<file path="src/hdl/dspr_regs.svh">
`ifndef DSPR_REGS_SVH
`define DSPR_REGS_SVH

// clock and timing
`define DSPR_SYS_CLK_HZ   20000000
`define DSPR_OS_RATE      16
`define DSPR_BAUD_BASE    1200
`define DSPR_REC_TIME_S   3
`define DSPR_GAP_BITS     6'd20

// register byte offsets
`define DSPR_OFF_CTRL     8'h00
`define DSPR_OFF_STATUS   8'h04
`define DSPR_OFF_TXDATA   8'h08
`define DSPR_OFF_RXDATA   8'h0c

// control register fields and reset value
`define DSPR_CTRL_BAUD    2:0
`define DSPR_CTRL_DATA8   3
`define DSPR_CTRL_PAR     5:4
`define DSPR_CTRL_ADDR    15:8
`define DSPR_CTRL_RST     16'h000d

// status register fields
`define DSPR_ST_MODE      1:0
`define DSPR_ST_ADDRD     2
`define DSPR_ST_PERR      3
`define DSPR_ST_FERR      4
`define DSPR_ST_OVR       5
`define DSPR_ST_RXV       6
`define DSPR_ST_TXFULL    7
`define DSPR_ST_TXBUSY    8

// field encodings
`define DSPR_BAUD_9600    3'd3
`define DSPR_BAUD_38400   3'd5
`define DSPR_PAR_NONE     2'd0
`define DSPR_PAR_ODD      2'd1
`define DSPR_PAR_EVEN     2'd2
`define DSPR_REC_ADDR     8'hfe

`endif

</file>
<file path="src/hdl/dspr_pkg.sv">
package dspr_pkg;

  typedef enum logic [1:0] {DSPR_M_WAIT, DSPR_M_KEEP, DSPR_M_NORMAL} dspr_mode_t;

  typedef enum logic [2:0] {
    DSPR_RX_IDLE, DSPR_RX_START, DSPR_RX_DATA, DSPR_RX_PAR, DSPR_RX_STOP
  } dspr_rx_t;

  typedef enum logic [2:0] {
    DSPR_TX_IDLE, DSPR_TX_START, DSPR_TX_DATA, DSPR_TX_PAR, DSPR_TX_STOP
  } dspr_tx_t;

endpackage

</file>
<file path="src/hdl/dspr_fifo.sv">
`timescale 1ns/1ps
module dspr_fifo
#(
  parameter int W = 8,
  parameter int D = 32
)
(
  input  wire logic         clk,       // system clock
  input  wire logic         rst_n,     // async reset, active low
  input  wire logic         in_valid,  // write request
  output logic              in_ready,  // space available
  input  wire logic [W-1:0] in_data,   // write data
  output logic              out_valid, // data available
  input  wire logic         out_ready, // read acknowledge
  output logic [W-1:0]      out_data   // head of queue
);
  localparam int AW = (D > 1) ? $clog2(D) : 1;

  logic [W-1:0]  mem_q [D];
  logic [AW-1:0] wr_q;
  logic [AW-1:0] rd_q;
  logic [AW:0]   cnt_q;
  logic          push;
  logic          pop;

  assign in_ready  = (cnt_q != (AW+1)'(D));
  assign out_valid = (cnt_q != '0);
  assign out_data  = mem_q[rd_q];
  assign push      = in_valid && in_ready;
  assign pop       = out_valid && out_ready;

  always_ff @(posedge clk)
  begin
    if (push)
      mem_q[wr_q] <= in_data;
  end

  always_ff @(posedge clk or negedge rst_n)
  begin
    if (!rst_n)
    begin
      wr_q  <= '0;
      rd_q  <= '0;
      cnt_q <= '0;
    end
    else
    begin
      if (push)
        wr_q <= (wr_q == AW'(D - 1)) ? '0 : wr_q + AW'(1);
      if (pop)
        rd_q <= (rd_q == AW'(D - 1)) ? '0 : rd_q + AW'(1);
      cnt_q <= cnt_q + (AW+1)'(push) - (AW+1)'(pop);
    end
  end
endmodule

</file>
<file path="src/hdl/dspr_serial_port.sv">
// Overview of operation
// - Characters travel as idle-high NRZ frames: start bit, data bits, optional parity, stop.
// - Baud rate is selectable among 1200, 2400, 4800, 9600, 19200 and 38400 in both directions.
// - Seven or eight data bits per character are selectable and used in both directions.
// - Parity is odd, even or off; the transmitter makes the bit and the receiver checks it.
// - Out of reset the normal setup is 38400 baud, 8 data bits, no parity, one stop, address 0.
// - Receive and transmit use separate lines and can run at once, but transmit waits for an address match on receive.
// - For three seconds after reset the port listens at 9600 8N1 and answers address 254.
// - A message taken in that window makes the recovery setup stick until the next reset.
// - With no message in the window the port switches to the normal configured setup.
`timescale 1ns/1ps
`include "dspr_regs.svh"
module dspr_serial_port
#(
  parameter int unsigned REC_CYCLES = `DSPR_REC_TIME_S * `DSPR_SYS_CLK_HZ,
  parameter int          FIFO_DEPTH = 32
)
(
  input  wire logic        sys_clk,   // 20 MHz system clock
  input  wire logic        rst_n,     // async reset, active low
  input  wire logic        hsel,      // ahb slave select
  input  wire logic [31:0] haddr,     // ahb address
  input  wire logic [1:0]  htrans,    // ahb transfer type
  input  wire logic        hwrite,    // ahb write
  input  wire logic [2:0]  hsize,     // ahb size, word only
  input  wire logic [31:0] hwdata,    // ahb write data
  input  wire logic        hready,    // ahb bus ready
  output logic             hreadyout, // ahb slave ready
  output logic             hresp,     // ahb response, always okay
  output logic [31:0]      hrdata,    // ahb read data
  input  wire logic        ser_rx,    // host-to-drive serial line
  output logic             ser_tx     // drive-to-host serial line
);
  import dspr_pkg::*;

  function automatic logic [10:0] baud_div(input logic [2:0] sel);
    case (sel)
      3'd0:    baud_div = 11'(`DSPR_SYS_CLK_HZ / (`DSPR_OS_RATE * `DSPR_BAUD_BASE));
      3'd1:    baud_div = 11'(`DSPR_SYS_CLK_HZ / (`DSPR_OS_RATE * `DSPR_BAUD_BASE * 2));
      3'd2:    baud_div = 11'(`DSPR_SYS_CLK_HZ / (`DSPR_OS_RATE * `DSPR_BAUD_BASE * 4));
      3'd3:    baud_div = 11'(`DSPR_SYS_CLK_HZ / (`DSPR_OS_RATE * `DSPR_BAUD_BASE * 8));
      3'd4:    baud_div = 11'(`DSPR_SYS_CLK_HZ / (`DSPR_OS_RATE * `DSPR_BAUD_BASE * 16));
      default: baud_div = 11'(`DSPR_SYS_CLK_HZ / (`DSPR_OS_RATE * `DSPR_BAUD_BASE * 32));
    endcase
  endfunction

  function automatic logic par_on(input logic [1:0] p);
    par_on = (p == `DSPR_PAR_ODD) || (p == `DSPR_PAR_EVEN);
  endfunction

  function automatic logic par_bit(input logic [7:0] d, input logic [1:0] p);
    par_bit = (^d) ^ (p == `DSPR_PAR_ODD);
  endfunction

  logic        rx_s1_q, rx_s2_q, tx_q, hready_q, hresp_q, wr_pend_q;
  logic [31:0] hrdata_q, rdata, rec_cnt_q;
  logic [15:0] ctrl_q;
  logic [7:0]  a_q, rx_sh_q, rx_byte, tx_sh_q;
  logic [10:0] div_cnt_q, act_div;
  logic [7:0]  act_addr;
  logic [1:0]  act_par;
  logic        act_data8, tick_q;
  dspr_mode_t  mode_q;
  dspr_rx_t    rx_st_q;
  dspr_tx_t    tx_st_q;
  logic [3:0]  rx_os_q, tx_os_q;
  logic [2:0]  rx_bit_q, tx_bit_q;
  logic [5:0]  gap_q;
  logic        head_q, rx_pbit_q, rx_ferr_q, rx_done_q, tx_par_q, tx_line;
  logic        perr, good, match, keep_ev, addressed_q;
  logic        perr_q, ferr_q, ovr_q;
  logic        accept, wr_go, st_clr;
  logic        rx_in_valid, rx_in_ready, rx_out_valid, rx_out_ready;
  logic        tx_in_valid, tx_in_ready, tx_out_valid, tx_out_ready;
  logic [7:0]  rx_out_data, tx_out_data;

  assign hreadyout = hready_q;
  assign hresp     = hresp_q;
  assign hrdata    = hrdata_q;
  assign ser_tx    = tx_q;

  always_comb
  begin
    if (mode_q != DSPR_M_NORMAL)
    begin
      act_div   = baud_div(`DSPR_BAUD_9600);
      act_data8 = 1'b1;
      act_par   = `DSPR_PAR_NONE;
      act_addr  = `DSPR_REC_ADDR;
    end
    else
    begin
      act_div   = baud_div(ctrl_q[`DSPR_CTRL_BAUD]);
      act_data8 = ctrl_q[`DSPR_CTRL_DATA8];
      act_par   = ctrl_q[`DSPR_CTRL_PAR];
      act_addr  = ctrl_q[`DSPR_CTRL_ADDR];
    end
  end

  // 16x oversampling enable, shared by both directions
  always_ff @(posedge sys_clk or negedge rst_n)
  begin
    if (!rst_n)
    begin
      div_cnt_q <= '0;
      tick_q    <= 1'b0;
    end
    else if (div_cnt_q >= act_div - 11'd1)
    begin
      div_cnt_q <= '0;
      tick_q    <= 1'b1;
    end
    else
    begin
      div_cnt_q <= div_cnt_q + 11'd1;
      tick_q    <= 1'b0;
    end
  end

  // receive line is its own pin, synchronised
  always_ff @(posedge sys_clk or negedge rst_n)
  begin
    if (!rst_n)
    begin
      rx_s1_q <= 1'b1;
      rx_s2_q <= 1'b1;
    end
    else
    begin
      rx_s1_q <= ser_rx;
      rx_s2_q <= rx_s1_q;
    end
  end

  // receive framing; idle gap marks the address byte of a message
  always_ff @(posedge sys_clk or negedge rst_n)
  begin
    if (!rst_n)
    begin
      rx_st_q   <= DSPR_RX_IDLE;
      rx_os_q   <= '0;
      rx_bit_q  <= '0;
      rx_sh_q   <= '0;
      gap_q     <= `DSPR_GAP_BITS;
      head_q    <= 1'b0;
      rx_pbit_q <= 1'b0;
      rx_ferr_q <= 1'b0;
      rx_done_q <= 1'b0;
    end
    else
    begin
      rx_done_q <= 1'b0;
      if (tick_q)
      begin
        rx_os_q <= rx_os_q + 4'd1;
        case (rx_st_q)
          DSPR_RX_IDLE:
          begin
            if (rx_os_q == 4'd15 && gap_q < `DSPR_GAP_BITS)
              gap_q <= gap_q + 6'd1;
            if (!rx_s2_q)
            begin
              rx_st_q <= DSPR_RX_START;
              rx_os_q <= '0;
              head_q  <= (gap_q >= `DSPR_GAP_BITS);
              gap_q   <= '0;
            end
          end
          DSPR_RX_START:
            if (rx_os_q == 4'd7)
            begin
              rx_os_q  <= '0;
              rx_bit_q <= '0;
              rx_st_q  <= rx_s2_q ? DSPR_RX_IDLE : DSPR_RX_DATA;
            end
          DSPR_RX_DATA:
            if (rx_os_q == 4'd15)
            begin
              rx_sh_q  <= {rx_s2_q, rx_sh_q[7:1]};
              rx_bit_q <= rx_bit_q + 3'd1;
              if (rx_bit_q == (act_data8 ? 3'd7 : 3'd6))
                rx_st_q <= par_on(act_par) ? DSPR_RX_PAR : DSPR_RX_STOP;
            end
          DSPR_RX_PAR:
            if (rx_os_q == 4'd15)
            begin
              rx_pbit_q <= rx_s2_q;
              rx_st_q   <= DSPR_RX_STOP;
            end
          DSPR_RX_STOP:
            if (rx_os_q == 4'd15)
            begin
              rx_done_q <= 1'b1;
              rx_ferr_q <= !rx_s2_q;
              rx_st_q   <= DSPR_RX_IDLE;
            end
          default: rx_st_q <= DSPR_RX_IDLE;
        endcase
      end
    end
  end

  assign rx_byte = act_data8 ? rx_sh_q : {1'b0, rx_sh_q[7:1]};
  assign perr    = par_on(act_par) && (rx_pbit_q != par_bit(rx_byte, act_par));
  assign good    = rx_done_q && !perr && !rx_ferr_q;
  assign match   = (rx_byte == act_addr);
  assign keep_ev = (mode_q == DSPR_M_WAIT) && good && head_q && match;

  // address filter gating replies and received data
  always_ff @(posedge sys_clk or negedge rst_n)
  begin
    if (!rst_n)
      addressed_q <= 1'b0;
    else if (good && head_q)
      addressed_q <= match;
  end
  assign rx_in_valid = good && (head_q ? match : addressed_q);

  // window counter runs only while unresolved
  always_ff @(posedge sys_clk or negedge rst_n)
  begin
    if (!rst_n)
      rec_cnt_q <= '0;
    else if (mode_q == DSPR_M_WAIT)
      rec_cnt_q <= rec_cnt_q + 32'd1;
  end

  always_ff @(posedge sys_clk or negedge rst_n)
  begin
    if (!rst_n)
      mode_q <= DSPR_M_WAIT;
    else
      case (mode_q)
        DSPR_M_WAIT:
          // message in window keeps recovery setup
          if (keep_ev)
            mode_q <= DSPR_M_KEEP;
          else if (rec_cnt_q == 32'(REC_CYCLES - 1))
            mode_q <= DSPR_M_NORMAL;
        DSPR_M_KEEP:   mode_q <= DSPR_M_KEEP;
        DSPR_M_NORMAL: mode_q <= DSPR_M_NORMAL;
        default:       mode_q <= DSPR_M_WAIT;
      endcase
  end

  // sticky errors; a new event wins over a write-one clear
  assign st_clr = wr_go && (a_q == `DSPR_OFF_STATUS);
  always_ff @(posedge sys_clk or negedge rst_n)
  begin
    if (!rst_n)
    begin
      perr_q <= 1'b0;
      ferr_q <= 1'b0;
      ovr_q  <= 1'b0;
    end
    else
    begin
      perr_q <= (rx_done_q && perr) || (perr_q && !(st_clr && hwdata[`DSPR_ST_PERR]));
      ferr_q <= (rx_done_q && rx_ferr_q) || (ferr_q && !(st_clr && hwdata[`DSPR_ST_FERR]));
      ovr_q  <= (rx_in_valid && !rx_in_ready) || (ovr_q && !(st_clr && hwdata[`DSPR_ST_OVR]));
    end
  end

  // rx cannot be stalled by the line, so a full queue drops and flags overrun
  dspr_fifo #(.W(8), .D(FIFO_DEPTH)) u_rx_fifo (
    .clk       (sys_clk),
    .rst_n     (rst_n),
    .in_valid  (rx_in_valid),
    .in_ready  (rx_in_ready),
    .in_data   (rx_byte),
    .out_valid (rx_out_valid),
    .out_ready (rx_out_ready),
    .out_data  (rx_out_data)
  );

  // full tx queue stalls the bus write through hreadyout
  dspr_fifo #(.W(8), .D(FIFO_DEPTH)) u_tx_fifo (
    .clk       (sys_clk),
    .rst_n     (rst_n),
    .in_valid  (tx_in_valid),
    .in_ready  (tx_in_ready),
    .in_data   (hwdata[7:0]),
    .out_valid (tx_out_valid),
    .out_ready (tx_out_ready),
    .out_data  (tx_out_data)
  );

  assign tx_out_ready = (tx_st_q == DSPR_TX_IDLE) && tick_q && addressed_q;

  always_ff @(posedge sys_clk or negedge rst_n)
  begin
    if (!rst_n)
    begin
      tx_st_q  <= DSPR_TX_IDLE;
      tx_os_q  <= '0;
      tx_bit_q <= '0;
      tx_sh_q  <= '0;
      tx_par_q <= 1'b0;
    end
    else if (tick_q)
    begin
      tx_os_q <= tx_os_q + 4'd1;
      case (tx_st_q)
        DSPR_TX_IDLE:
          if (tx_out_valid && addressed_q)
          begin
            tx_sh_q  <= act_data8 ? tx_out_data : {1'b0, tx_out_data[6:0]};
            tx_par_q <= par_bit(act_data8 ? tx_out_data : {1'b0, tx_out_data[6:0]}, act_par);
            tx_os_q  <= '0;
            tx_bit_q <= '0;
            tx_st_q  <= DSPR_TX_START;
          end
        DSPR_TX_START:
          if (tx_os_q == 4'd15)
            tx_st_q <= DSPR_TX_DATA;
        DSPR_TX_DATA:
          if (tx_os_q == 4'd15)
          begin
            tx_sh_q  <= {1'b0, tx_sh_q[7:1]};
            tx_bit_q <= tx_bit_q + 3'd1;
            if (tx_bit_q == (act_data8 ? 3'd7 : 3'd6))
              tx_st_q <= par_on(act_par) ? DSPR_TX_PAR : DSPR_TX_STOP;
          end
        DSPR_TX_PAR:
          if (tx_os_q == 4'd15)
            tx_st_q <= DSPR_TX_STOP;
        DSPR_TX_STOP:
          if (tx_os_q == 4'd15)
            tx_st_q <= DSPR_TX_IDLE;
        default: tx_st_q <= DSPR_TX_IDLE;
      endcase
    end
  end

  always_comb
  begin
    case (tx_st_q)
      DSPR_TX_START: tx_line = 1'b0;
      DSPR_TX_DATA:  tx_line = tx_sh_q[0];
      DSPR_TX_PAR:   tx_line = tx_par_q;
      default:       tx_line = 1'b1;
    endcase
  end

  always_ff @(posedge sys_clk or negedge rst_n)
  begin
    if (!rst_n)
      tx_q <= 1'b1;
    else
      tx_q <= tx_line;
  end

  // ahb-lite slave: reads zero wait, writes one wait plus tx back-pressure
  assign accept       = hsel && htrans[1] && hready;
  assign wr_go        = wr_pend_q && ((a_q != `DSPR_OFF_TXDATA) || tx_in_ready);
  assign tx_in_valid  = wr_pend_q && (a_q == `DSPR_OFF_TXDATA);
  assign rx_out_ready = accept && !hwrite && (haddr[7:0] == `DSPR_OFF_RXDATA);

  always_comb
  begin
    rdata = '0;
    case (haddr[7:0])
      `DSPR_OFF_CTRL:   rdata[15:0] = ctrl_q;
      `DSPR_OFF_STATUS: rdata[8:0]  = {tx_st_q != DSPR_TX_IDLE, !tx_in_ready, rx_out_valid,
                                       ovr_q, ferr_q, perr_q, addressed_q, mode_q};
      `DSPR_OFF_RXDATA: rdata[8:0]  = {rx_out_valid, rx_out_data};
      default:          rdata       = '0;
    endcase
  end

  always_ff @(posedge sys_clk or negedge rst_n)
  begin
    if (!rst_n)
    begin
      hready_q  <= 1'b1;
      hresp_q   <= 1'b0;
      hrdata_q  <= '0;
      wr_pend_q <= 1'b0;
      a_q       <= '0;
    end
    else
    begin
      hresp_q <= 1'b0;
      if (accept && !hwrite)
        hrdata_q <= rdata;
      if (accept && hwrite)
      begin
        wr_pend_q <= 1'b1;
        hready_q  <= 1'b0;
        a_q       <= haddr[7:0];
      end
      else if (wr_go)
      begin
        wr_pend_q <= 1'b0;
        hready_q  <= 1'b1;
      end
    end
  end

  always_ff @(posedge sys_clk or negedge rst_n)
  begin
    if (!rst_n)
      ctrl_q <= `DSPR_CTRL_RST;
    else if (wr_go && a_q == `DSPR_OFF_CTRL)
      ctrl_q <= hwdata[15:0];
  end

  // shadow of the character on the line, so the parity check does not reuse tx_par_q
  logic [7:0] tx_chr_q;
  always_ff @(posedge sys_clk or negedge rst_n)
  begin
    if (!rst_n)
      tx_chr_q <= '0;
    else if (tx_out_ready && tx_out_valid)
      tx_chr_q <= tx_out_data;
  end
endmodule

</file>
<file path="config.mk">
export PLATFORM = sky130hd
export DESIGN_NAME = dspr_serial_port
export DESIGN_NICKNAME = d
export VERILOG_FILES = /design/src/hdl/dspr_pkg.sv /design/src/hdl/dspr_fifo.sv /design/src/hdl/dspr_serial_port.sv
export VERILOG_INCLUDE_DIRS = /design/src /design/src/hdl
export SDC_FILE = /design/constraint.sdc
export NUM_CORES = 1
export LEC_CHECK = 0
export BUFFER_PORTS_ARGS = -buffer_cell sky130_fd_sc_hd__buf_4
export CAP_MARGIN = 20
export CORE_MARGIN = 2
export CORE_UTILIZATION = 35
export CTS_CLUSTER_SIZE = 10
export DETAILED_ROUTE_END_ITERATION = 7
export GPL_TIMING_DRIVEN = 0
export HOLD_SLACK_MARGIN = 0.12
export SYNTH_ARGS = -nofsm -noshare
export SYNTH_HDL_FRONTEND = slang
export SYNTH_SLANG_ARGS = --single-unit
</file>
<file path="constraint.sdc">
create_clock -name sys_clk -period 4.06 [get_ports sys_clk]
set_input_delay 0.609 -clock sys_clk [delete_from_list [all_inputs] [get_ports sys_clk]]
set_output_delay 0.609 -clock sys_clk [all_outputs]
set_load 0.05 [all_outputs]
</file>
== Yosys cells after proc, flatten, opt, wreduce, memory -nomap -nowiden ==
Memories as Yosys holds them, arrays and structs flattened.
Cells that the tools add are included.

* Register bits after elaboration: 174
* Bits in writable memories: 512
* Input bits: 75
* Output and inout bits: 35
* Word-level logic and storage cells: 246
* Memories: 2

{| class="wikitable"
|+ Memory list
! memory !! words !! bits a word !! read ports !! clocked after Yosys merged registers in !! wr ports !! RTL line !! RTL
|-
| u_rx_fifo.mem_q || 32 || 8 || 1 || 0 || 1 || dspr_fifo.sv:19 || <nowiki>logic [W-1:0] mem_q [D];</nowiki>
|-
| u_tx_fifo.mem_q || 32 || 8 || 1 || 0 || 1 || dspr_fifo.sv:19 ||
|}

* $add $sub $neg: 16
* Magnitude comparators: 3
* Eq/ne operators: 50
* Mux-type cells: 64
* Bitwise operators: 3
* Reduce and logical (&&, ||, !) cells: 72

{| class="wikitable"
|+ Operators with widths
! operator !! count
|-
| $pmux W11 S5 || 1
|-
| $mux W3 || 17
|-
| $mux W8 || 5
|-
| $logic_and A1 B1 Y1 || 34
|-
| $add A32 B1 Y32 const B || 1
|-
| $eq A32 B26 Y1 const B || 1
|-
| $pmux W3 S5 || 2
|-
| $pmux W9 S3 || 1
|-
| $ne A2 B2 Y1 const B || 12
|-
| $mux W11 || 2
|-
| $add A5 B1 Y5 const B || 4
|-
| $eq A5 B5 Y1 const B || 4
|-
| $mux W5 || 4
|-
| $eq A3 B2 Y1 const B || 6
|-
| $reduce_and A3 Y1 || 6
|-
| $eq A8 B3 Y1 const B || 2
|-
| $eq A8 B4 Y1 const B || 2
|-
| $logic_not A8 Y1 || 2
|-
| $mux W4 || 4
|-
| $pmux W8 S2 || 1
|-
| $reduce_xor A8 Y1 || 2
|-
| $mux W1 || 15
|-
| $reduce_and A7 Y1 || 2
|-
| $add A6 B1 Y6 || 2
|-
| 39 further kinds || 76
|}

== Depth between registers and ports, before layout ==
Gate-level depths: netlist of the first run.

* Depth in word-level cells: 15
* Depth in mapped cells: 17

== Modules after synthesis ==
From an unflattened synthesis of the first run, not the netlist that was laid out.

* Cells, all modules: 1825
* Area total of the unflattened synthesis: 29213.0 um^2

{| class="wikitable"
|+ Modules (own cells, without submodules)
! module !! times used !! cells an instance !! area each (um^2) !! sequential area each (um^2)
|-
| dspr_fifo || 2 || 538 || 10829.1 || 8087.8
|-
| dspr_serial_port || 1 || 749 || 7554.7 || 3564.7
|}

== Worst setup path before layout of the first run ==
OpenSTA, ideal clock, no wires.

* Path type: reg-to-reg
* Start point: reg mode_q[0]
* End point: mem u_rx_fifo.mem_q[11][0] (enable)
* Arrival: 2.991 ns
* Required time: 3.690 ns
* Setup slack: 0.699 ns
* Cell stages (with the launch flop): 12
* Buffers on the path: 2
* Clock period less this slack: 3.361 ns
* Path through: dfrtp_1 > nor3b_2 > buf_6 > mux2_2 > nor2b_1 > o41ai_2 > nand4_1 > mux2_4 > nor3_4 > buf_6 > nand2_2 > nor2_1

* Cells in the longest elaborated chain, start to end: 14

{| class="wikitable"
|+ Ends and longest elaborated chain
! item !! RTL line !! RTL
|-
| from (decl) || dspr_serial_port.sv:63 || <nowiki>dspr_mode_t mode_q;</nowiki>
|-
| from (signal assigned) || dspr_serial_port.sv:231 || <nowiki>mode_q <= DSPR_M_WAIT;</nowiki>
|-
| from (signal assigned) || dspr_serial_port.sv:237 || <nowiki>mode_q <= DSPR_M_KEEP;</nowiki>
|-
| from (signal assigned) || dspr_serial_port.sv:239 || <nowiki>mode_q <= DSPR_M_NORMAL;</nowiki>
|-
| $ne A2 B2 Y1 * || dspr_serial_port.sv:84 || <nowiki>if (mode_q != DSPR_M_NORMAL)</nowiki>
|-
| $mux W1 * || dspr_serial_port.sv:84 ||
|-
| $mux W8 * || dspr_serial_port.sv:203 || <nowiki>assign rx_byte = act_data8 ? rx_sh_q : {1'b0, rx_sh_q[7:1]};</nowiki>
|-
| via rx_byte[1] || dspr_serial_port.sv:58 || <nowiki>logic [7:0] a_q, rx_sh_q, rx_byte, tx_sh_q;</nowiki>
|-
| $reduce_xor A8 Y1 || dspr_serial_port.sv:52 || <nowiki>par_bit = (^d) ^ (p == `DSPR_PAR_ODD);</nowiki>
|-
| $xor A1 B1 Y1 || dspr_serial_port.sv:52 ||
|-
| $ne A1 B1 Y1 || dspr_serial_port.sv:204 || <nowiki>assign perr = par_on(act_par) && (rx_pbit_q != par_bit(rx_byte, act_par));</nowiki>
|-
| $logic_and A1 B1 Y1 || dspr_serial_port.sv:204 ||
|-
| $logic_not A1 Y1 || dspr_serial_port.sv:205 || <nowiki>assign good = rx_done_q && !perr && !rx_ferr_q;</nowiki>
|-
| $logic_and A1 B1 Y1 (2 in a row) || dspr_serial_port.sv:205 ||
|-
| $logic_and A1 B1 Y1 * || dspr_serial_port.sv:217 || <nowiki>assign rx_in_valid = good && (head_q ? match : addressed_q);</nowiki>
|-
| $logic_and A1 B1 Y1 * || dspr_fifo.sv:29 || <nowiki>assign push = in_valid && in_ready;</nowiki>
|-
| via u_rx_fifo.push || dspr_fifo.sv:23 || <nowiki>logic push;</nowiki>
|-
| $mux W1 * || dspr_fifo.sv:34 || <nowiki>if (push)</nowiki>
|-
| $mux W1 (implied by the code) * || dspr_fifo.sv:35 || <nowiki>mem_q[wr_q] <= in_data;</nowiki>
|-
| to (decl) || dspr_fifo.sv:19 ||
|}

Mark *: on every way through the listed nets, which the timed path passes. The rest lies on a longest branch.

== Worst setup path in the final report of the first run ==
* Start point: reg mode_q[0]
* End point: reg u_rx_fifo.cnt_q[4]

* Cells in the longest elaborated chain, start to end: 14

{| class="wikitable"
|+ Ends and longest elaborated chain
! item !! RTL line !! RTL
|-
| $ne A2 B2 Y1 * || dspr_serial_port.sv:84 ||
|-
| $mux W1 * || dspr_serial_port.sv:84 ||
|-
| $mux W8 * || dspr_serial_port.sv:203 ||
|-
| via rx_byte[3] || dspr_serial_port.sv:58 ||
|-
| $reduce_xor A8 Y1 || dspr_serial_port.sv:52 ||
|-
| $xor A1 B1 Y1 || dspr_serial_port.sv:52 ||
|-
| $ne A1 B1 Y1 || dspr_serial_port.sv:204 ||
|-
| $logic_and A1 B1 Y1 || dspr_serial_port.sv:204 ||
|-
| $logic_not A1 Y1 || dspr_serial_port.sv:205 ||
|-
| $logic_and A1 B1 Y1 (2 in a row) || dspr_serial_port.sv:205 ||
|-
| $logic_and A1 B1 Y1 * || dspr_serial_port.sv:217 ||
|-
| $logic_and A1 B1 Y1 * || dspr_fifo.sv:29 ||
|-
| via u_rx_fifo.push || dspr_fifo.sv:23 ||
|-
| $add A6 B1 Y6 * || dspr_fifo.sv:52 || <nowiki>cnt_q <= cnt_q + (AW+1)'(push) - (AW+1)'(pop);</nowiki>
|-
| $sub A6 B1 Y6 * || dspr_fifo.sv:52 ||
|-
| to (signal assigned) || dspr_fifo.sv:52 ||
|-
| to (decl) || dspr_fifo.sv:22 || <nowiki>logic [AW:0] cnt_q;</nowiki>
|}

Marks and branches as above.
A chain may end at the register's enable or synchronous reset.

==> summary.txt, run 1 <==
Slew Viols, Final: 0
clk slew on worst S/H paths: 60 ps
Primary FF master, synth: edfxtp_1
vias in the first global route: 16500
worst-skew pair later-pin latency: 640 ps
max-cap viol count: 0
DR pass1 iterations: 5
Final Critical Period: 3850 ps
Finish-stage setup viols: 0
Max H-tree Level: 3
leakage power: 11.2 nW
Std-Cell Rows: 105
core box area: 82100 µm²
clk root buf: clkbuf_16
clk_skew: 32.7 ps
Fin. Hold Viols: 0
Max FO, Critical Path: 33
synthesized area per cell: 16.5 µm²
# IOs: 110
Synth Register Bits: 686
Hold Path Class: primary input to register
Worst Path Arrival: 4390 ps
hold slack: 224 ps
Netlist cell types: 69
die span in y: 292 µm
setup ws final: 211 ps
final cell count without fillers: 3086
vias per inst: 5.26
initial antenna violation count: 1
ant diodes: 0
asr flop ratio synth: 0.254
CTS sink cnt: 686
Final period util: 0.948
total number of vias: 16200
DRC Markers: 0
Final ANT Viol Nets: 0
Ys Warns: 0
CTS tree: yes
Starting Density: 0.354
largest net degree at the start of global routing: 101
GRT overflow: 0
port bufs: 47
Max IR drop VDD: 0.326 mV
share of cells above drive strength 1: 0.237
Seq/Total Area, Yosys: 0.680
Power Dens Cells: 441 nW/µm²
WL per Instance: 21.8 µm
Max transition margin: 0.279
Design Area, Final: 34100 µm²
die width: 292 µm
Setup CP Type: register to register
dpl cells: 2917
fmax: 0.260 GHz
worst slew pin tran: 1080 ps
critical path data required time: 4610 ps
RePlAce Congestion: 0.830
Area after DPL: 31000 µm²
Critical Path Sink Type: register
Inserted Clock Buffers: 80
post-DP HPWL: 44600 µm
number of flops mapped to enable cells by yosys: 512
Layout Nets: 2081
fin util: 0.416
crit path launch type: register
total global-route track usage: 0.157
CTS Buffer Depth: 3
Cell Area, Synth: 29000 µm²
1st-iter DRT viols: 1556
die area: 85300 µm²
final WL: 67400 µm
P&R area growth vs syn: 17.5%
RSZ-0062 raised after global routing: false
Placement Setup Slack: -579 ps
Synth Instances: 1762
outcome: complete, no violations
first-pass GRT wire length: 102000 µm
[sequential cells by signal, indices dropped and copies added (netlist names), 8 cells and up]
name / count
u_rx_fifo.mem_q: 256
u_tx_fifo.mem_q: 256
rec_cnt_q: 32
ctrl_q: 16
hrdata: 16
div_cnt_q: 11
a_q: 8
rx_sh_q: 8
tx_sh_q: 8
[critical path, cell delays in order (launching register included)]
cell     delay, ps
dfrtp_2        490
nor3b_2        230
buf_6          170
mux2_4         430
xnor3_1        540
xnor2_1        200
o21ai_2        220
nor3_4          60
buf_4          160
buf_6          150
ha_1           230
fa_1           420
a21oi_1        140
nor2_1          50
nor2_1         120
xnor2_1        140
[report_power, final]
group	leakage, nW	switching, mW	internal, mW	total (mW)
sequential	6.35	0.0851	7.61	7.70
combinational	3.68	0.349	0.221	0.570
clock	1.18	2.80	3.96	6.76
total	11.2	3.24	11.8	15.0
[layer usage]
metal	GRT usage	share of wire	wire, µm	vias up
li1	-	-	-	7182
met1	0.216	0.43	29100	8425
met2	0.256	0.48	32400	521
met3	0.0290	0.061	4130	110
met4	0.0460	0.026	1730	2
met5	0	0.00015	10	-
[synth_stat cells, drive strengths merged (12+ instances only)]
master  instances  area (µm²)
nand3b         14         105
dfrtp         165        4130
clkbuf         52         195
a22o           12         105
edfxtp        512       15400
mux2i          32         320
o22ai          21         131
nand4          22         138
xor2           30         263
mux4          151        3400
o21ai          58         290
mux2           45         510
buf            45         272
nand2         106         403
nor3           34         181
xnor2          43         377
and3           21         131
nand3          31         155
ha             53         663
inv            45         169
a21oi          31         155
nor2          119         447
[path summary, 6_finish.rpt]
check,from,to,slack (ps),cells past startpoint
worst min register to register,rx_s1_q$_DFF_PN1_,rx_s2_q$_DFF_PN1_,360,0
min in group asynchronous,rst_n,rec_cnt_q[8]$_DFFE_PN0N_,560,2
worst min-delay path,hwdata[15],ctrl_q[15]$_DFFE_PN0P_,220,2
max in group asynchronous,rst_n,hreadyout$_DFFE_PN1P_,2560,3
worst max register to register,mode_q[0]$_DFFE_PN0P_,u_rx_fifo.cnt_q[4]$_DFF_PN0_,210,15
worst max-delay path,mode_q[0]$_DFFE_PN0P_,u_rx_fifo.cnt_q[4]$_DFF_PN0_,210,15
[area by class of cell]
type                            instances  area, µm²
Clock buffer                          139       2320
Sequential cell                       686      19700
Tap cell                             1070       1340
Timing Repair Buffer                   91        912
Multi-Input combinational cell        949       9010
Buffer                                 97        470
Fill cell                            7234      48000
Inverter                               46        173
Clock inverter                          8        159
[cells by family (layout without fill, tap and decap cells)]
family	count (synthesis)	in the layout	share of synthesized area
AOI/OAI and AO/OA	175	175	0.0384
xor gates and xnor gates	74	74	0.0228
adders and majority gates	55	55	0.0242
buffers and inverters	143	381	0.0220
DFF	686	686	0.680
muxes	228	228	0.146
other	2	18	0.000259
and+or+nand+nor	399	399	0.0665
[per-stage QoR]
step / TNS [ps] / total power, mW
after floorplan: 0 / 8.17
after global placement: -97860 / 8.37
after detailed placement: -84840 / 8.40
after CTS: 0 / 15.2
after global routing: 0 / 15.5
final: 0 / 15.0
[repair_timing]
action / CTS / global route
cloned: 0 / 0
resized for setup: 66 / 11
hold endpoints to repair: 71 / 0
setup buffers: 4 / 14
pin swaps: 4 / 16
hold buffers: 2 / 0
endpoints found under the setup margin: 258 / 274
[layout by cell type (no fill, tap or decap), drive strengths merged, types with 4 or more instances in the layout]
cell       n
a21o       4
a21oi     31
a22o      12
a31oi      4
and2       4
and3      21
buf      134
clkbuf   191
clkinv     5
conb      18
dfrtp    165
dfstp      9
edfxtp   512
ha        53
inv       48
mux2      45
mux2i     32
mux4     151
nand2    106
nand2b     6
nand3     31
nand3b    14
nand4     22
nor2     119
nor2b      6
nor3      34
nor4       9
o21a       7
o21ai     58
o22a       9
o22ai     21
o2bb2ai    4
o31ai      4
or3        8
or3b       6
xnor2     43
xor2      30
No activity file was read; power rests on OpenSTA's default activity.
==> inputs of run 2 (changes only) <==
- ABC_AREA: default -> 1
==> run 2 against run 1 <==
  * Power is 1.5% higher
  * Largest power group unchanged
  * Synthesized cell count increased by 68%
  * Clock skew up 21 ps
  * Non-clock buffer count is 44 higher
  * Clock power decreased by 3%
  * Combinational power grew 47%
  * Fmax down 0.70%
  * Critical endpoint is now u_rx_fifo.mem_q[28][7]$_DFFE_PP_
  * Worst hold slack lost 39 ps
  * Wire length up 36%
==> summary.txt, run 2 <==
outcome: complete, no violations
worst slew pin tran: 1140 ps
Critical Path Sink Type: register
Netlist cell types: 48
vias in the first global route: 21600
Synth top area share: 0.502
CTS sink cnt: 686
Final ANT Viol Nets: 0
setup ws final: 184 ps
most frequent cell after synthesis: nand2_1
top post-synthesis cells by count: 517 x nand2_1, 512 x edfxtp_1, 350 x nor2_1
die area: 89900 µm²
Pwr Total: 15.3 mW
Final period util: 0.955
fmax: 0.258 GHz
DRC Markers: 0
Max IR drop VDD: 0.408 mV
Max transition margin: 0.243
port bufs: 48
Finish-stage setup viols: 0
Hold Path Class: primary input to register
RePlAce Congestion: 1.01
Max H-tree Level: 3
total number of vias: 22600
Placement Setup Slack: -62.6 ps
total global-route track usage: 0.203
Cell Area, Synth: 30600 µm²
GRT overflow: 0
most common cell after layout, fill and taps aside: nand2_1
final cell count without fillers: 4350
Max FO, Critical Path: 22
Layout Nets: 3277
# IOs: 110
CTS tree: yes
Setup CP Type: register to register
fin util: 0.408
Slew Viols, Final: 0
share of cells above drive strength 1: 0.0851
Synth Register Bits: 686
DR pass1 iterations: 6
Power Dens Cells: 431 nW/µm²
leakage power: 13.1 nW
crit path launch type: register
RSZ-0062 raised after global routing: true
max-cap viol count: 0
P&R area growth vs syn: 15.5%
clk_skew: 53.2 ps
clk root buf: clkbuf_16
die span in y: 300 µm
first-pass GRT wire length: 136000 µm
Fin. Hold Viols: 0
Final Critical Period: 3880 ps
asr flop ratio synth: 0.254
core box area: 86800 µm²
ranking of synthesized cells by area: edfxtp_1 50%, dfrtp_1 13%, nand2_1 6.3%
final WL: 91900 µm
ant diodes: 0
vias per inst: 5.20
clk slew on worst S/H paths: 60 ps
largest net degree at the start of global routing: 94
critical path data required time: 4340 ps
synthesized area per cell: 10.3 µm²
Largest regs: u_rx_fifo.mem_q (256), u_tx_fifo.mem_q (256), rec_cnt_q (32)
Seq/Total Area, Yosys: 0.644
1st-iter DRT viols: 2535
Primary FF master, synth: edfxtp_1
post-DP HPWL: 61600 µm
CTS Buffer Depth: 3
most frequent cells in the layout: 516 x nand2_1, 512 x edfxtp_1, 350 x nor2_1, 297 x inv_1, 278 x o21ai_0
Worst Path Arrival: 4150 ps
Yosys top cell by area: edfxtp_1
Starting Density: 0.353
WL per Instance: 21.1 µm
dpl cells: 4215
number of flops mapped to enable cells by yosys: 512
die width: 300 µm
Std-Cell Rows: 108
Ys Warns: 0
worst-skew pair later-pin latency: 660 ps
Inserted Clock Buffers: 80
Synth Instances: 2966
initial antenna violation count: 0
## run 2: power breakdown
group	switching, mW	internal, mW
Sequential	0.151	7.71
Clock	2.85	3.71
Combinational	0.551	0.287
Total	3.56	11.7
## run 2: final timing paths
| check | from | endpoint | slack [ps] | depth (start not counted) |
|---|---|---|---|---|
| max reg2reg | mode_q[1]$_DFFE_PN0P_ | u_rx_fifo.mem_q[28][7]$_DFFE_PP_ | 180 | 19 |
| max in group asynchronous | rst_n | u_tx_fifo.rd_q[2]$_DFFE_PN0P_ | 2550 | 3 |
| max | mode_q[1]$_DFFE_PN0P_ | u_rx_fifo.mem_q[28][7]$_DFFE_PP_ | 180 | 19 |
| min | hwdata[11] | ctrl_q[11]$_DFFE_PN0P_ | 180 | 2 |
| min in group asynchronous | rst_n | ctrl_q[10]$_DFFE_PN0P_ | 580 | 2 |
| min reg2reg | rx_s1_q$_DFF_PN1_ | rx_s2_q$_DFF_PN1_ | 340 | 0 |
## run 2: cells by family (layout without fill, tap and decap cells)
group | after synthesis | count (layout) | share of synthesized area
muxes | 5 | 5 | 0.00184
buffers and inverters | 457 | 670 | 0.0602
AOI/OAI and AO/OA | 475 | 475 | 0.0850
adders and majority gates | 55 | 55 | 0.0230
DFF | 686 | 686 | 0.644
and+or+nand+nor | 1230 | 1230 | 0.169
other | 2 | 18 | 0.000245
xor gates and xnor gates | 56 | 56 | 0.0160
## run 2: critical path, stage by stage (launching register included)
cell	delay (ps)
dfrtp_1	480
inv_2	70
nor2_2	140
nand2_2	90
buf_6	150
nand2_1	60
nand2_1	380
buf_16	330
nand2_1	80
nand2_1	80
inv_1	60
nand2_1	60
nand3_1	110
nand2_1	60
nand2_1	50
nand2_1	70
nand2_4	100
nand4_4	180
buf_6	220
nor3_2	750
## run 2: what timing repair did
item	in CTS	in global routing
gates cloned	0	0
setup buffers	0	0
gates resized for setup	1	12
setup endpoints to repair	8	169
hold buffers	2	0
hold endpoints to repair	88	0
## run 2: cell type report
cell class	count	area [µm²]
plain buffers	149	691
multi-input cells	1839	9240
clock inverters	10	186
well taps	1155	1450
inverters	308	1160
fillers	8396	51400
flip-flops and latches	686	19700
clock buffers	120	2170
repair buffers	83	754
## run 2: through the flow
stage / hold WS [ps] / cell area [µm²] / TNS, ps
floorplan: 313 / 30700 / 0
global placement: 351 / 32500 / -432500
detailed placement: 349 / 32900 / -498
CTS: 158 / 35300 / 0
global route: 175 / 35400 / -14.6
finish: 184 / 35400 / 0
## run 2: routing by layer
layer | up-vias | global-route usage | part of all wire
met2 | 1088 | 0.320 | 0.45
met3 | 223 | 0.0340 | 0.085
met4 | 0 | 0.0838 | 0.039
met5 | - | 0 | 0
met1 | 10900 | 0.279 | 0.42
li1 | 10400 | - | -
==> inputs of run 3 (changes only) <==
- CORE_UTILIZATION: 35 -> 40
- PLACE_DENSITY_LB_ADDON: default -> 0.12
==> run 3 against run 2 <==
  * Worst hold slack better by 0.50 ps
  * Sequential share of layout area up 0.26 points
  * Critical path depth is 1 higher
  * Clock power is 3.7% higher
  * Core utilization rose by 5.7 points
  * Count of clock-buffer cells in the layout increased by 11
  * Final area down 0.46%
  * Final cell count shrank 3.9%
  * Power is 1.6% higher
  * Combinational power about the same
==> summary.txt, run 3 (same netlist as run 2, synthesis figures left out) <==
CTS tree: yes
worst slew pin tran: 1100 ps
Design Area, Final: 35200 µm²
first-pass GRT wire length: 139000 µm
Worst Path Arrival: 4100 ps
post-DP HPWL: 63500 µm
Fin. Hold Viols: 0
DR pass1 iterations: 5
Clk pwr share: 0.439
Switching Share: 0.232
# IOs: 110
total number of vias: 22600
core box area: 75800 µm²
Max transition margin: 0.267
DRC Markers: 0
worst path cell trace: inv_2 -> nand2_2 -> nor2_4 -> nand2_1 -> nand2_1 -> buf_16 -> nand2_1 -> nand2_1 -> inv_1 -> nand2_1 -> nand2_1 -> nand2_1 -> nand2_1 -> nand2_1 -> nand2_1 -> nand2_4 -> nand4_4 -> buf_6 -> nor3_1 -> buf_2
GRT overflow: 0
most common cell after layout, fill and taps aside: nand2_1
Int Power: 11.9 mW
initial antenna violation count: 0
Area after DPL: 32700 µm²
RSZ-0062 raised after global routing: false
1st-iter DRT viols: 2282
max-cap viol count: 0
worst-skew pair later-pin latency: 650 ps
CTS sink cnt: 686
Pwr Total: 15.5 mW
most frequent cells in the layout: 514 x nand2_1, 512 x edfxtp_1, 350 x nor2_1, 297 x inv_1, 278 x o21ai_0
Starting Density: 0.404
Setup CP Type: register to register
fin util: 0.464
combinational share of power: 0.054
share of cells above drive strength 1: 0.0855
hold depth: 3
Reg2Reg Depth: 20
Max FO, Critical Path: 22
max incr delay on CP: 520 ps
Std-Cell Rows: 101
vias per inst: 5.40
slowest cell on the critical path: nor3_1
Hold Path Class: primary input to register
crit path launch type: register
leakage power: 13.2 nW
total global-route track usage: 0.239
clk slew on worst S/H paths: 50 ps
clk root buf: clkbuf_16
RePlAce Congestion: 0.929
most used cell, CP: nand2_1
Max H-tree Level: 3
vias in the first global route: 21800
Layout Nets: 3274
largest net degree at the start of global routing: 121
Final ANT Viol Nets: 0
Largest regs: u_rx_fifo.mem_q (256), u_tx_fifo.mem_q (256), rec_cnt_q (32)
Finish-stage setup viols: 0
die width: 281 µm
Final Critical Period: 3780 ps
ant diodes: 0
Final period util: 0.932
clk_skew: 22.6 ps
WL per Instance: 22.5 µm
Critical Path Sink Type: register
final WL: 94000 µm
die span in y: 281 µm
Slew Viols, Final: 0
CTS Buffer Depth: 3
Power Dens Cells: 440 nW/µm²
Switch Pwr: 3.59 mW
fmax: 0.264 GHz
outcome: complete, no violations
Reg power frac: 0.507
critical path data required time: 4380 ps
die area: 78800 µm²
Max IR drop VDD: 0.322 mV
P&R area growth vs syn: 15.0%
Inserted Clock Buffers: 82
port bufs: 48
hold slack: 185 ps
## run 3: changes by cell type in the layout (fill, tap and decap cells not counted), moves of 3 or more
cell       change
buf_4          -3
clkbuf_1       +5
clkbuf_16      +3
clkbuf_8       +4
## run 3: through the flow
stage	instances	worst slack (ps)	TNS, ps
finish	4181	278	0
global route	4181	10.8	0
CTS	4180	122	0
detailed placement	4035	107	0
global placement	4008	-1810	-397480
floorplan	2982	571	0
## run 3: final cells by class
cell class	instances	area [µm²]
timing repair buffer	78	709
fill	7008	40600
clock buffer	131	2320
sequential	686	19700
multi-input combinational	1839	9230
clock inverter	12	154
buffer	149	689
inverter	308	1160
tap	978	1220
## run 3: metal layers
| layer | vias up | GRT usage | wire (µm) |
|---|---|---|---|
| li1 | 10500 | - | - |
| met1 | 11000 | 0.318 | 40000 |
| met2 | 866 | 0.395 | 44700 |
| met3 | 209 | 0.0347 | 5860 |
| met4 | 0 | 0.0901 | 3520 |
| met5 | - | 0 | 0 |
## run 3: final timing paths
| path | start | to | slack [ps] |
|---|---|---|---|
| min reg2reg | rx_s1_q$_DFF_PN1_ | rx_s2_q$_DFF_PN1_ | 370 |
| max | mode_q[0]$_DFFE_PN0P_ | u_rx_fifo.mem_q[13][5]$_DFFE_PP_ | 280 |
| min | haddr[0] | a_q[0]$_DFFE_PN0P_ | 180 |
| max reg2reg | mode_q[0]$_DFFE_PN0P_ | u_rx_fifo.mem_q[13][5]$_DFFE_PP_ | 280 |
| min in group asynchronous | rst_n | u_rx_fifo.rd_q[4]$_DFFE_PN0P_ | 490 |
| max in group asynchronous | rst_n | rec_cnt_q[8]$_DFFE_PN0N_ | 2540 |
## run 3: timing repair
item	CTS	global route
setup buffers	0	0
resized for setup	0	4
endpoints found under the hold margin	54	0
hold buffers	2	0
endpoints found under the setup margin	0	80
## run 3: worst max-delay path, delay by kind of cell (launching register included)
kind | cells | cell delay [ps]
buffers and inverters | 5 | 910
flip-flops | 1 | 410
AND/OR/NAND/NOR | 15 | 2130
## run 3: power by group through the flow
stage                     registers (mW)  logic (mW)  clock network (mW)
after floorplan                     8.01       0.485                   0
after global placement              7.99       0.807                   0
after detailed placement            8.00       0.838                   0
after CTS                           7.86       0.845                6.94
after global routing                7.88       0.927                7.21
final                               7.86       0.835                6.81
